## config.mk

```make
export PLATFORM = sky130hd
export DESIGN_NAME = ivs_top
export DESIGN_NICKNAME = d
export VERILOG_FILES = /design/src/core/ivs_pkg.sv /design/src/core/ivs_top.sv
export SDC_FILE = /design/constraint.sdc
export NUM_CORES = 2
export LEC_CHECK = 0
export BUFFER_PORTS_ARGS = -buffer_cell sky130_fd_sc_hd__buf_2
export CAP_MARGIN = 5
export CELL_PAD_IN_SITES_DETAIL_PLACEMENT = 0
export CELL_PAD_IN_SITES_GLOBAL_PLACEMENT = 1
export CORE_MARGIN = 3
export CORE_UTILIZATION = 24
export CTS_BUF_LIST = sky130_fd_sc_hd__clkbuf_4 sky130_fd_sc_hd__clkbuf_8 sky130_fd_sc_hd__clkbuf_16
export CTS_CLUSTER_DIAMETER = 150
export DETAILED_ROUTE_END_ITERATION = 6
export PLACE_DENSITY_LB_ADDON = 0.1
export SLEW_MARGIN = 10
export SYNTH_ARGS = -nofsm -noshare
export SYNTH_HDL_FRONTEND = slang
export SYNTH_SLANG_ARGS = --single-unit
```

## constraint.sdc

```tcl
create_clock -name pclk -period 186.6 [get_ports pclk]
set_input_delay 37.32 -clock pclk [delete_from_list [all_inputs] [get_ports pclk]]
set_output_delay 37.32 -clock pclk [all_outputs]
set_load 0.05 [all_outputs]
```

## src/core/ivs_pkg.sv

```systemverilog
`default_nettype none
package ivs_pkg;
	// Sizes of the vector map and the source set
	localparam int ADDR_W = 24;
	localparam int NUM_SRC_DEF = 118;
	localparam int NUM_TRAP = 8;
	localparam int NUM_LEVELS = 7;
	localparam int SRC_PER_FLAG = 16;
	localparam int SRC_PER_PRIO = 4;
	localparam int PRIO_FIELD = 4;
	localparam int PADDR_W = 12;

	// Fixed program memory locations, word addresses
	localparam logic [ADDR_W-1:0] RESET_PC = 24'h000000;
	localparam logic [ADDR_W-1:0] TRAP_BASE = 24'h000004;
	localparam logic [ADDR_W-1:0] INT_BASE = 24'h000014;
	localparam logic [ADDR_W-1:0] ALT_BASE_RESET = 24'h000000;

	// Implemented traps: 5 and 7 are reserved
	localparam logic [NUM_TRAP-1:0] TRAP_IMPL = 8'h5F;
	localparam int TRAP_OSC_FAIL = 0;

	// Control word two field
	localparam int ALT_SEL_BIT = 8;
	localparam logic [15:0] CTRL2_RESET = 16'h0000;
	localparam logic [15:0] CTRL2_MASK = 16'h0100;

	// Register byte offsets on the bus
	localparam logic [PADDR_W-1:0] OFF_FLAG = 12'h000;
	localparam logic [PADDR_W-1:0] OFF_EN = 12'h040;
	localparam logic [PADDR_W-1:0] OFF_PRIO = 12'h100;
	localparam logic [PADDR_W-1:0] OFF_CTRL2 = 12'h200;
	localparam logic [PADDR_W-1:0] OFF_ALTBASE = 12'h204;
	localparam logic [PADDR_W-1:0] OFF_TRAP = 12'h208;
	localparam logic [PADDR_W-1:0] OFF_STAT = 12'h20C;
	localparam logic [PADDR_W-1:0] OFF_VADDR = 12'h210;
	localparam logic [PADDR_W-1:0] OFF_CLKMON = 12'h214;

	// Request toward the processor core
	typedef struct packed {
		logic              valid;
		logic              trap;
		logic [6:0]        number;
		logic [2:0]        level;
		logic [ADDR_W-1:0] addr;
	} ivs_core_req_t;

	// Clock-failure monitor inputs
	typedef struct packed {
		logic enable;
		logic master_reset_release;
		logic clock_valid;
	} ivs_clkmon_t;
endpackage
`default_nettype wire

```

## src/core/ivs_top.sv

```systemverilog
// Chosen here: the placing of the registers and the APB interface to the registers.
`default_nettype none
module ivs_top #(
	parameter int         NUM_SRC = ivs_pkg::NUM_SRC_DEF,
	parameter logic       HAS_BOOT_SEG = 1'b1
) (
	// Clock and reset
	input  wire logic                          pclk,
	input  wire logic                          presetn,
	// APB slave
	input  wire logic [ivs_pkg::PADDR_W-1:0]   paddr,
	input  wire logic                          psel,
	input  wire logic                          penable,
	input  wire logic                          pwrite,
	input  wire logic [31:0]                   pwdata,
	input  wire logic [3:0]                    pstrb,
	output logic      [31:0]                   prdata,
	output logic                               pready,
	output logic                               pslverr,
	// Event sources
	input  wire logic [NUM_SRC-1:0]            src_req,
	input  wire logic [ivs_pkg::NUM_TRAP-1:0]  trap_req,
	// Processor core side
	input  wire logic [2:0]                    cpu_level,
	input  wire logic                          core_ack,
	output var ivs_pkg::ivs_core_req_t         core_req,
	output logic      [ivs_pkg::ADDR_W-1:0]    reset_pc,
	// Clock-failure monitor
	input  wire ivs_pkg::ivs_clkmon_t          clock_failure_monitor,
	output logic                               fast_internal_rc_osc
);
	localparam int NFW = (NUM_SRC + ivs_pkg::SRC_PER_FLAG - 1) / ivs_pkg::SRC_PER_FLAG;
	localparam int NPW = (NUM_SRC + ivs_pkg::SRC_PER_PRIO - 1) / ivs_pkg::SRC_PER_PRIO;

	logic [NUM_SRC-1:0]           pending_flag;
	logic [NUM_SRC-1:0]           source_enable;
	logic [2:0]                   priority_field [NUM_SRC];
	logic [15:0]                  interrupt_control_word_two;
	logic [ivs_pkg::ADDR_W-1:0]   alternate_table_base;
	logic [ivs_pkg::NUM_TRAP-1:0] trap_pending;
	logic                         release_seen;
	logic [NUM_SRC-1:0]           next_pending;
	logic [ivs_pkg::NUM_TRAP-1:0] next_trap;
	ivs_pkg::ivs_core_req_t       next_req;
	logic [31:0]                  next_rdata;
	logic                         next_err;
	logic [2:0]                   best_lvl;
	logic [6:0]                   best_idx;
	logic                         trap_hit;
	logic [2:0]                   trap_idx;
	logic                         alt_on;
	logic [ivs_pkg::ADDR_W-1:0]   table_base;
	logic [5:0]                   widx;
	logic                         in_flag;
	logic                         in_en;
	logic                         in_prio;
	logic                         wr_acc;
	logic [15:0]                  wmask;
	logic [15:0]                  wdat;
	logic                         taken;
	logic                         clock_lost;

	// Bus decode: word index and region hits
	assign widx = paddr[7:2];
	assign in_flag = (paddr[11:6] == ivs_pkg::OFF_FLAG[11:6]) && (int'(widx) < NFW);
	assign in_en = (paddr[11:6] == ivs_pkg::OFF_EN[11:6]) && (int'(widx[3:0]) < NFW); // Word index inside the region
	assign in_prio = (paddr[11:8] == ivs_pkg::OFF_PRIO[11:8]) && (int'(widx) < NPW);
	assign wr_acc = psel && penable && pready && pwrite;
	assign wmask = {{8{pstrb[1]}}, {8{pstrb[0]}}};
	assign wdat = pwdata[15:0];
	assign taken = core_ack && core_req.valid;

	// Table choice; alternate table needs a boot segment
	assign alt_on = interrupt_control_word_two[ivs_pkg::ALT_SEL_BIT] && HAS_BOOT_SEG;
	assign table_base = alt_on ? alternate_table_base : ivs_pkg::RESET_PC;

	// Monitor fires once, on the release edge, when no clock is seen
	assign clock_lost = clock_failure_monitor.enable && clock_failure_monitor.master_reset_release
		&& !release_seen && !clock_failure_monitor.clock_valid;

	// Pending flags: source sets beat software and core clears
	always_comb
	begin
		next_pending = pending_flag;
		for (int i = 0; i < NUM_SRC; i++)
		begin
			if (wr_acc && in_flag && paddr[11:6] == ivs_pkg::OFF_FLAG[11:6]
				&& i / 16 == int'(widx) && wmask[i % 16])
			begin
				next_pending[i] = wdat[i % 16];
			end
			if (taken && !core_req.trap && int'(core_req.number) == i)
			begin
				next_pending[i] = 1'b0;
			end
			if (src_req[i])
			begin
				next_pending[i] = 1'b1;
			end
		end
	end

	always_ff @(posedge pclk or negedge presetn)
	begin
		if (!presetn)
			pending_flag <= '0;
		else
			pending_flag <= next_pending;
	end

	// Enable bits, one per source
	always_ff @(posedge pclk or negedge presetn)
	begin
		if (!presetn)
			source_enable <= '0;
		else
		begin
			for (int i = 0; i < NUM_SRC; i++)
			begin
				if (wr_acc && in_en && i / 16 == int'(widx[3:0]) && wmask[i % 16])
					source_enable[i] <= wdat[i % 16];
			end
		end
	end

	// Three-bit priority fields, four to a word
	always_ff @(posedge pclk or negedge presetn)
	begin
		if (!presetn)
		begin
			for (int i = 0; i < NUM_SRC; i++)
				priority_field[i] <= 3'h0;
		end
		else
		begin
			for (int i = 0; i < NUM_SRC; i++)
			begin
				if (wr_acc && in_prio && i / 4 == int'(widx) && wmask[(i % 4) * 4])
					priority_field[i] <= wdat[(i % 4) * 4 +: 3];
			end
		end
	end

	// Control word two and alternate base
	always_ff @(posedge pclk or negedge presetn)
	begin
		if (!presetn)
		begin
			interrupt_control_word_two <= ivs_pkg::CTRL2_RESET;
			alternate_table_base <= ivs_pkg::ALT_BASE_RESET;
		end
		else if (wr_acc)
		begin
			if (paddr == ivs_pkg::OFF_CTRL2)
				interrupt_control_word_two <= (interrupt_control_word_two & ~(wmask & ivs_pkg::CTRL2_MASK))
					| (wdat & wmask & ivs_pkg::CTRL2_MASK);
			if (paddr == ivs_pkg::OFF_ALTBASE)
			begin
				for (int b = 0; b < 3; b++)
				begin
					if (pstrb[b])
						alternate_table_base[b * 8 +: 8] <= pwdata[b * 8 +: 8];
				end
			end
		end
	end

	// Trap pending: hardware and monitor sets win over clears
	always_comb
	begin
		next_trap = trap_pending;
		if (wr_acc && paddr == ivs_pkg::OFF_TRAP && pstrb[0])
			next_trap = pwdata[7:0];
		if (taken && core_req.trap)
			next_trap[core_req.number[2:0]] = 1'b0;
		next_trap = next_trap | trap_req;
		if (clock_lost)
			next_trap[ivs_pkg::TRAP_OSC_FAIL] = 1'b1;
		next_trap = next_trap & ivs_pkg::TRAP_IMPL;
	end

	always_ff @(posedge pclk or negedge presetn)
	begin
		if (!presetn)
			trap_pending <= '0;
		else
			trap_pending <= next_trap;
	end

	// Clock-failure monitor: edge memory and RC fallback
	always_ff @(posedge pclk or negedge presetn)
	begin
		if (!presetn)
		begin
			release_seen <= 1'b0;
			fast_internal_rc_osc <= 1'b0;
		end
		else
		begin
			release_seen <= clock_failure_monitor.master_reset_release;
			if (clock_lost)
				fast_internal_rc_osc <= 1'b1;
			else if (wr_acc && paddr == ivs_pkg::OFF_CLKMON && pstrb[0])
				fast_internal_rc_osc <= pwdata[0];
		end
	end

	// Arbitration: highest level, lowest number on ties
	always_comb
	begin
		best_lvl = 3'h0;
		best_idx = 7'h00;
		for (int i = NUM_SRC - 1; i >= 0; i--)
		begin
			if (pending_flag[i] && source_enable[i] && priority_field[i] != 3'h0
				&& priority_field[i] >= best_lvl)
			begin
				best_lvl = priority_field[i];
				best_idx = 7'(i);
			end
		end
		trap_hit = 1'b0;
		trap_idx = 3'h0;
		for (int t = ivs_pkg::NUM_TRAP - 1; t >= 0; t--)
		begin
			if (trap_pending[t])
			begin
				trap_hit = 1'b1;
				trap_idx = 3'(t);
			end
		end
	end

	// Build the request and its vector address
	always_comb
	begin
		next_req = '0;
		if (trap_hit)
		begin
			next_req.valid = 1'b1;
			next_req.trap = 1'b1;
			next_req.number = {4'h0, trap_idx};
			next_req.level = 3'h7;
			next_req.addr = table_base + ivs_pkg::TRAP_BASE + 24'({trap_idx, 1'b0});
		end
		else if (best_lvl > cpu_level)
		begin
			next_req.valid = 1'b1;
			next_req.number = best_idx;
			next_req.level = best_lvl;
			next_req.addr = table_base + ivs_pkg::INT_BASE + 24'({best_idx, 1'b0});
		end
	end

	// Core request register; an acknowledge blanks it for one cycle
	always_ff @(posedge pclk or negedge presetn)
	begin
		if (!presetn)
		begin
			core_req <= '0;
			reset_pc <= ivs_pkg::RESET_PC;
		end
		else
		begin
			reset_pc <= ivs_pkg::RESET_PC;
			if (taken)
				core_req <= '0;
			else
				core_req <= next_req;
		end
	end

	// Read data and unmapped detection
	always_comb
	begin
		next_rdata = 32'h00000000;
		next_err = 1'b0;
		if (in_flag || in_en)
		begin
			for (int i = 0; i < NUM_SRC; i++)
			begin
				if (i / 16 == int'(widx[3:0]))
					next_rdata[i % 16] = in_flag ? pending_flag[i] : source_enable[i];
			end
		end
		else if (in_prio)
		begin
			for (int i = 0; i < NUM_SRC; i++)
			begin
				if (i / 4 == int'(widx))
					next_rdata[(i % 4) * 4 +: 3] = priority_field[i];
			end
		end
		else if (paddr == ivs_pkg::OFF_CTRL2)
			next_rdata[15:0] = interrupt_control_word_two;
		else if (paddr == ivs_pkg::OFF_ALTBASE)
			next_rdata[23:0] = alternate_table_base;
		else if (paddr == ivs_pkg::OFF_TRAP)
			next_rdata[7:0] = trap_pending;
		else if (paddr == ivs_pkg::OFF_STAT)
			next_rdata[15:0] = {core_req.valid, core_req.trap, 1'b0, 2'b00, core_req.level, 1'b0, core_req.number};
		else if (paddr == ivs_pkg::OFF_VADDR)
			next_rdata[23:0] = core_req.addr;
		else if (paddr == ivs_pkg::OFF_CLKMON)
			next_rdata[0] = fast_internal_rc_osc;
		else
			next_err = 1'b1;
	end

	// APB answer: one wait-free access cycle after setup
	always_ff @(posedge pclk or negedge presetn)
	begin
		if (!presetn)
		begin
			pready <= 1'b0;
			prdata <= 32'h00000000;
			pslverr <= 1'b0;
		end
		else
		begin
			pready <= psel && !penable;
			prdata <= (psel && !penable && !pwrite) ? next_rdata : 32'h00000000;
			pslverr <= psel && !penable && next_err;
		end
	end
endmodule
`default_nettype wire
```

Word level (Yosys, flattened, before mapping)
Cells that the tools add are included.
{ "classes": {"n_addsub": 4, "magnitude_cmp": 124, "eq_ne": 161, "muxes": 1010, "bitwise": 7, "reduce_logical": 882} }
{ "op_table": {"columns": ["op", "n"], "rows": [
  ["7-bit 2-to-1 mux", 120],
  ["3-bit 2-to-1 mux", 246],
  ["3-bit nonzero test", 236],
  ["1-bit logical AND", 631],
  ["1-bit 2-to-1 mux", 616],
  ["7-bit equality test (second input constant)", 64],
  ["3-bit >= comparator", 117],
  ["7-bit by 6-bit equality test with 1-bit output (second input constant)", 32],
  ["23-bit 2-to-1 mux", 7],
  ["16-bit 2-to-1 mux", 9],
  ["7-bit by 5-bit equality test with 1-bit output (second input constant)", 14],
  ["6-bit equality test (first input constant)", 14],
  ["12-bit by 10-bit equality test with 1-bit output (second input constant)", 6],
  ["24-bit 2-to-1 mux", 3],
  ["34-bit 2-to-1 mux", 2],
  ["5-bit by 6-bit equality test with 1-bit output (first input constant)", 8],
  ["36-bit 2-to-1 mux", 1],
  ["8-bit 2-to-1 mux", 4],
  ["7-bit by 4-bit equality test with 1-bit output (second input constant)", 4],
  ["24-bit by 3-bit adder with 24-bit output (second input constant)", 1],
  ["24-bit by 4-bit adder with 24-bit output", 1],
  ["24-bit by 5-bit adder with 24-bit output (second input constant)", 1],
  ["24-bit by 8-bit adder with 24-bit output", 1],
  ["4-bit by 6-bit equality test with 1-bit output (first input constant)", 4],
  ["other kinds (32)", 46]
]} }
{ "word_totals": {"register_bits": 700, "in_bits": 186, "output_inout_bits": 95, "elab_cells": 2454} }

Longest topological paths before layout
{ "logic_depth": {"depth_word": 359, "ltp_mapped": 915, "mapped_depth_nobuf": 913} }

Worst setup path before layout
Ideal clock, no wire load.
{ "synth_path": {"path_kind": "register -> register", "from": "register source_enable[117]", "to": "register core_req[23] in the netlist's numbering", "setup_ps": 121, "arrival_ps": 156945, "required_ps": 186480, "setup_slack_ps": 29535, "path_stages_with_launch": 872, "path_buffers": 2, "synth_period_minus_slack_ps": 157065, "path_cell_list": "dfrtp_1 > and3_1 > ha_1 > nand2b_1 > a31oi_4 > o21bai_1 > o21ai_0 > inv_1 > ha_1 > a31oi_1 > or2_2 > o41a_1 > buf_4 > a31oi_1 > ha_1 > nor2b_1 > o21ai_0 > a22oi_1 > [... 836 more ...] > o21ai_1 > o2111ai_1 > or3_1 > ha_1 > inv_1 > ha_1 > a21o_1 > a21o_1 > a21oi_1 > nor2b_1 > o21a_1 > o2111ai_1 > nor2_1 > nand2_1 > nor2_1 > nand2_1 > o21ai_0 > a41o_1"} }
{ "synth_via": {"elab_chain_len": 359, "word_cells_on_any_way": 478, "cone_classes": "add/sub (1); order compare (118); mux (239); reduce/logical (120)"} }
{ "synth_rtl": {"columns": ["element", "line", "source"], "rows": [
  ["from (decl)", "ivs_top.sv:36", "logic [NUM_SRC-1:0] source_enable;"],
  ["from (signal, indexed assignment)", "ivs_top.sv:121", "source_enable[i] <= wdat[i % 16];"],
  ["1-bit logical AND (*) (2 in a row)", "ivs_top.sv:215", "if (pending_flag[i] && source_enable[i] && priority_field[i] != 3'h0"],
  ["1-bit logical AND (*)", "ivs_top.sv:216", "&& priority_field[i] >= best_lvl)"],
  ["3-bit 2-to-1 mux", "ivs_top.sv:215", null],
  ["3-bit >= comparator", "ivs_top.sv:216", null],
  ["1-bit logical AND", "ivs_top.sv:216", null],
  ["3-bit 2-to-1 mux", "ivs_top.sv:215", null],
  ["3-bit >= comparator", "ivs_top.sv:216", null],
  ["1-bit logical AND", "ivs_top.sv:216", null],
  ["[... 342 more ...]", null, null],
  ["3-bit 2-to-1 mux", "ivs_top.sv:215", null],
  ["3-bit >= comparator", "ivs_top.sv:216", null],
  ["1-bit logical AND", "ivs_top.sv:216", null],
  ["7-bit 2-to-1 mux / 3-bit 2-to-1 mux (equally long branches)", "ivs_top.sv:215", null],
  ["24-bit by 8-bit adder with 24-bit output / 3-bit greater-than comparator (equally long branches)", "ivs_top.sv:251, ivs_top.sv:246", null],
  ["34-bit 2-to-1 mux (*)", "ivs_top.sv:246", "else if (best_lvl > cpu_level)"],
  ["34-bit 2-to-1 mux (*)", "ivs_top.sv:238", "if (trap_hit)"],
  ["36-bit 2-to-1 mux (*)", "ivs_top.sv:266", "if (taken)"],
  ["to (signal assigned)", "ivs_top.sv:269", "core_req <= next_req;"],
  ["to (decl)", "ivs_top.sv:26", "output var ivs_pkg::ivs_core_req_t core_req,"]
]} }
Mark *: on every way between the ends. The rest lies on a longest branch, timed or not.
A chain may end at the register's enable or synchronous reset.

==> run summary <==
outcome -> complete, but fails checks
violated checks -> design-rule violations, max-capacitance violations
count leader, synth -> dfrtp_1
share of layout cells above drive strength 1 -> 19.42%
slowest stage delay, CP -> 510 ps
Final TNS setup -> 0 ps
vias post-DR -> 51,630
Final Hold Vio Count -> 0
pin count of the biggest net entering global routing -> 82
Avg Inst Size Synth -> 8.467 um^2
crit-path max FO -> 7
Yosys top cell by area -> dfrtp_1
TritonCTS clock tree -> built
worst-margin pin slew -> 1447 ps
gr ovfl total -> 0
DR WL/cell -> 32.37 um
Post-synth EDFFs -> 0
crit end category -> register
Final ANT Viol Nets -> 0
Power Dens Cells -> 6.104 nW/um^2
H-tree depth -> 3
Yosys top cell area share -> 33.40%
WS Path Type -> register to register
worst hold path type -> register to register
TritonCTS Buffers -> 96
worst hold margin -> 532.5 ps
Setup Skew -> 49.94 ps
All-Layer GR Usage -> 26.93%
filler cell count -> 23,000
maximum clock path buffer count -> 3
number of global-route vias before repair -> 49,900
main area contributors after synthesis -> dfrtp_1 (33%), mux2_2 (7.9%), nand2_1 (4.9%)
first-pass GRT wire length -> 416.8 mm
Skew-Pair Late Insertion Delay -> 770 ps
Starting DRT DRC Count -> 4,927
Min Clock Period, post-route -> 174,200 ps
row cnt -> 169
FFs w/ async S/R, synth -> 100.0%
DRC -> 13
arrival time worst endpoint -> 174,820 ps
area of the die -> 219,400 um^2
CORE AREA -> 212,300 um^2
crit path max-delay cell type -> a31oi_1
Fmax achieved -> 5.741 MHz
via density per instance -> 5.500
Die W -> 468.4 um
Leakage -> 0.02786 uW
crit start category -> register
I/O pin total -> 281
Req. time, crit path -> 187,220 ps
post-route clock period utilization -> 93.35%
drt total wl -> 303.9 mm
maxcap violations -> 1
dominant synthesized flop cell -> dfrtp_1
clock transition at the registers of the reported paths -> 60 ps
fin. max-slew vios -> 0
Yosys reg bits -> 685
Detailed Routing Iterations Pass 1 -> 7
Crit path max-delay family -> compound AO/OA/AOI/OAI gates
clk root buf -> clkbuf_16
Total Power -> 373.2 uW
IO Port Bufs -> 237
DPL Wire Length -> 232.3 mm
Mapped Area -> 51,320 um^2
Slew Limit Headroom -> 1.022%
Placer Congestion -> 0.9496
Die Height -> 468.4 um
initial core utilization -> 24.17%
CP bufs+invs -> 37
fin nets -> 6,798
synth unique cells -> 134
total number of yosys warnings -> 0
Max VDD drop -> 0.005687 mV
commonest cells in the synthesized netlist -> dfrtp_1 (685), nand2_1 (664), nor2_1 (627)
cell mode on critical path -> ha_1
register area share after synthesis -> 33.40%
P&R area growth vs syn -> 19.15%
CTS Sinks -> 685
Setup-failing EPs final -> 0
Mapped Cells -> 6,061
antenna violations before repair -> 38
==> path summary, 6_finish.rpt <==
kind                            slack, ps                            from  cells past startpoint                         endpoint
worst max-delay path                12400  source_enable[117]$_DFFE_PN0P_                    870           core_req[15]$_DFF_PN0_
worst min-delay path                  530  source_enable[102]$_DFFE_PN0P_                      1   source_enable[102]$_DFFE_PN0P_
worst max register to register      12400  source_enable[117]$_DFFE_PN0P_                    898           core_req[15]$_DFF_PN0_
worst min register to register        530  source_enable[102]$_DFFE_PN0P_                      1   source_enable[102]$_DFFE_PN0P_
max in group asynchronous          146220                         presetn                      5  priority_field[316]$_DFFE_PN0P_
min in group asynchronous           36570                         presetn                      1   priority_field[96]$_DFFE_PN0P_
==> through the flow <==
stage               util (%)  instance area [um^2]  setup slack [ps]  instances
detailed placement     26.84                 56980              2483       9151
floorplan                  -                 51440             29530       6092
finish                 28.80                 61150             12400       9386
CTS                    28.38                 60250              1572       9325
global route           28.79                 61110            -245.1       9373
global placement       26.84                 56980              1972       9151
==> layout by cell type (no fill, tap or decap), drive strengths merged, types with 103 or more instances in the layout <==
cell,n
o21ai,444
mux2,362
inv,287
and2,109
mux2i,240
dfrtp,685
ha,147
clkbuf,136
nand2b,145
a21oi,317
nand2,665
o21bai,157
o22ai,103
buf,505
nand3,220
nor2,627
nor3,103
==> timing repair <==
item	4_1_cts	5_1_grt
endpoints found under the setup margin	0	35
setup buffers	0	35
hold buffers	0	0
resized for setup	0	135
==> flip-flops by register name, indices dropped and copies added (netlist names), named ones only <==
name / cells
release_seen: 1
trap_pending: 6
alternate_table_base: 24
pready: 1
pslverr: 1
core_req: 36
fast_internal_rc_osc: 1
source_enable: 118
pending_flag: 118
priority_field: 354
prdata: 24
==> where the power goes <==
group / switching [uW] / total [uW] / internal, uW
sequential: 0.418 / 149 / 149
clock: 80.8 / 196 / 115
combinational: 21.9 / 27.7 / 5.75
total: 103 / 373 / 270
==> cell type report <==
class	count	area [um^2]	area share (%)
well taps	2821	3530	5.772
clock inverters	38	444.2	0.7264
inverters	283	1062	1.737
clock buffers	136	2833	4.633
multi-input cells	4892	32840	53.71
flip-flops and latches	685	17140	28.03
repair buffers	505	3231	5.283
diodes	26	65.06	0.1064
==> metal layers <==
layer	track usage (%)	part of all wire, %
met1	37.45	46
met2	42.14	44
met3	3.309	5.3
met4	11.04	4.7
met5	0	0.013
==> cells by family (layout without fill, tap and decap cells) <==
kind of cell / Yosys count / in the layout / share of synthesized area [%]
AO/OA/AOI/OAI: 1861 / 1861 / 25.11
XOR/XNOR: 11 / 11 / 0.1877
AND/OR/NAND/NOR: 2192 / 2192 / 20.01
adder cells (fa/ha/maj): 193 / 193 / 4.525
multiplexers: 603 / 603 / 12.71
buffers and inverters: 515 / 962 / 4.042
flip-flops: 685 / 685 / 33.40
other: 1 / 58 / 0.007307
No activity file was read; power rests on OpenSTA's default activity.
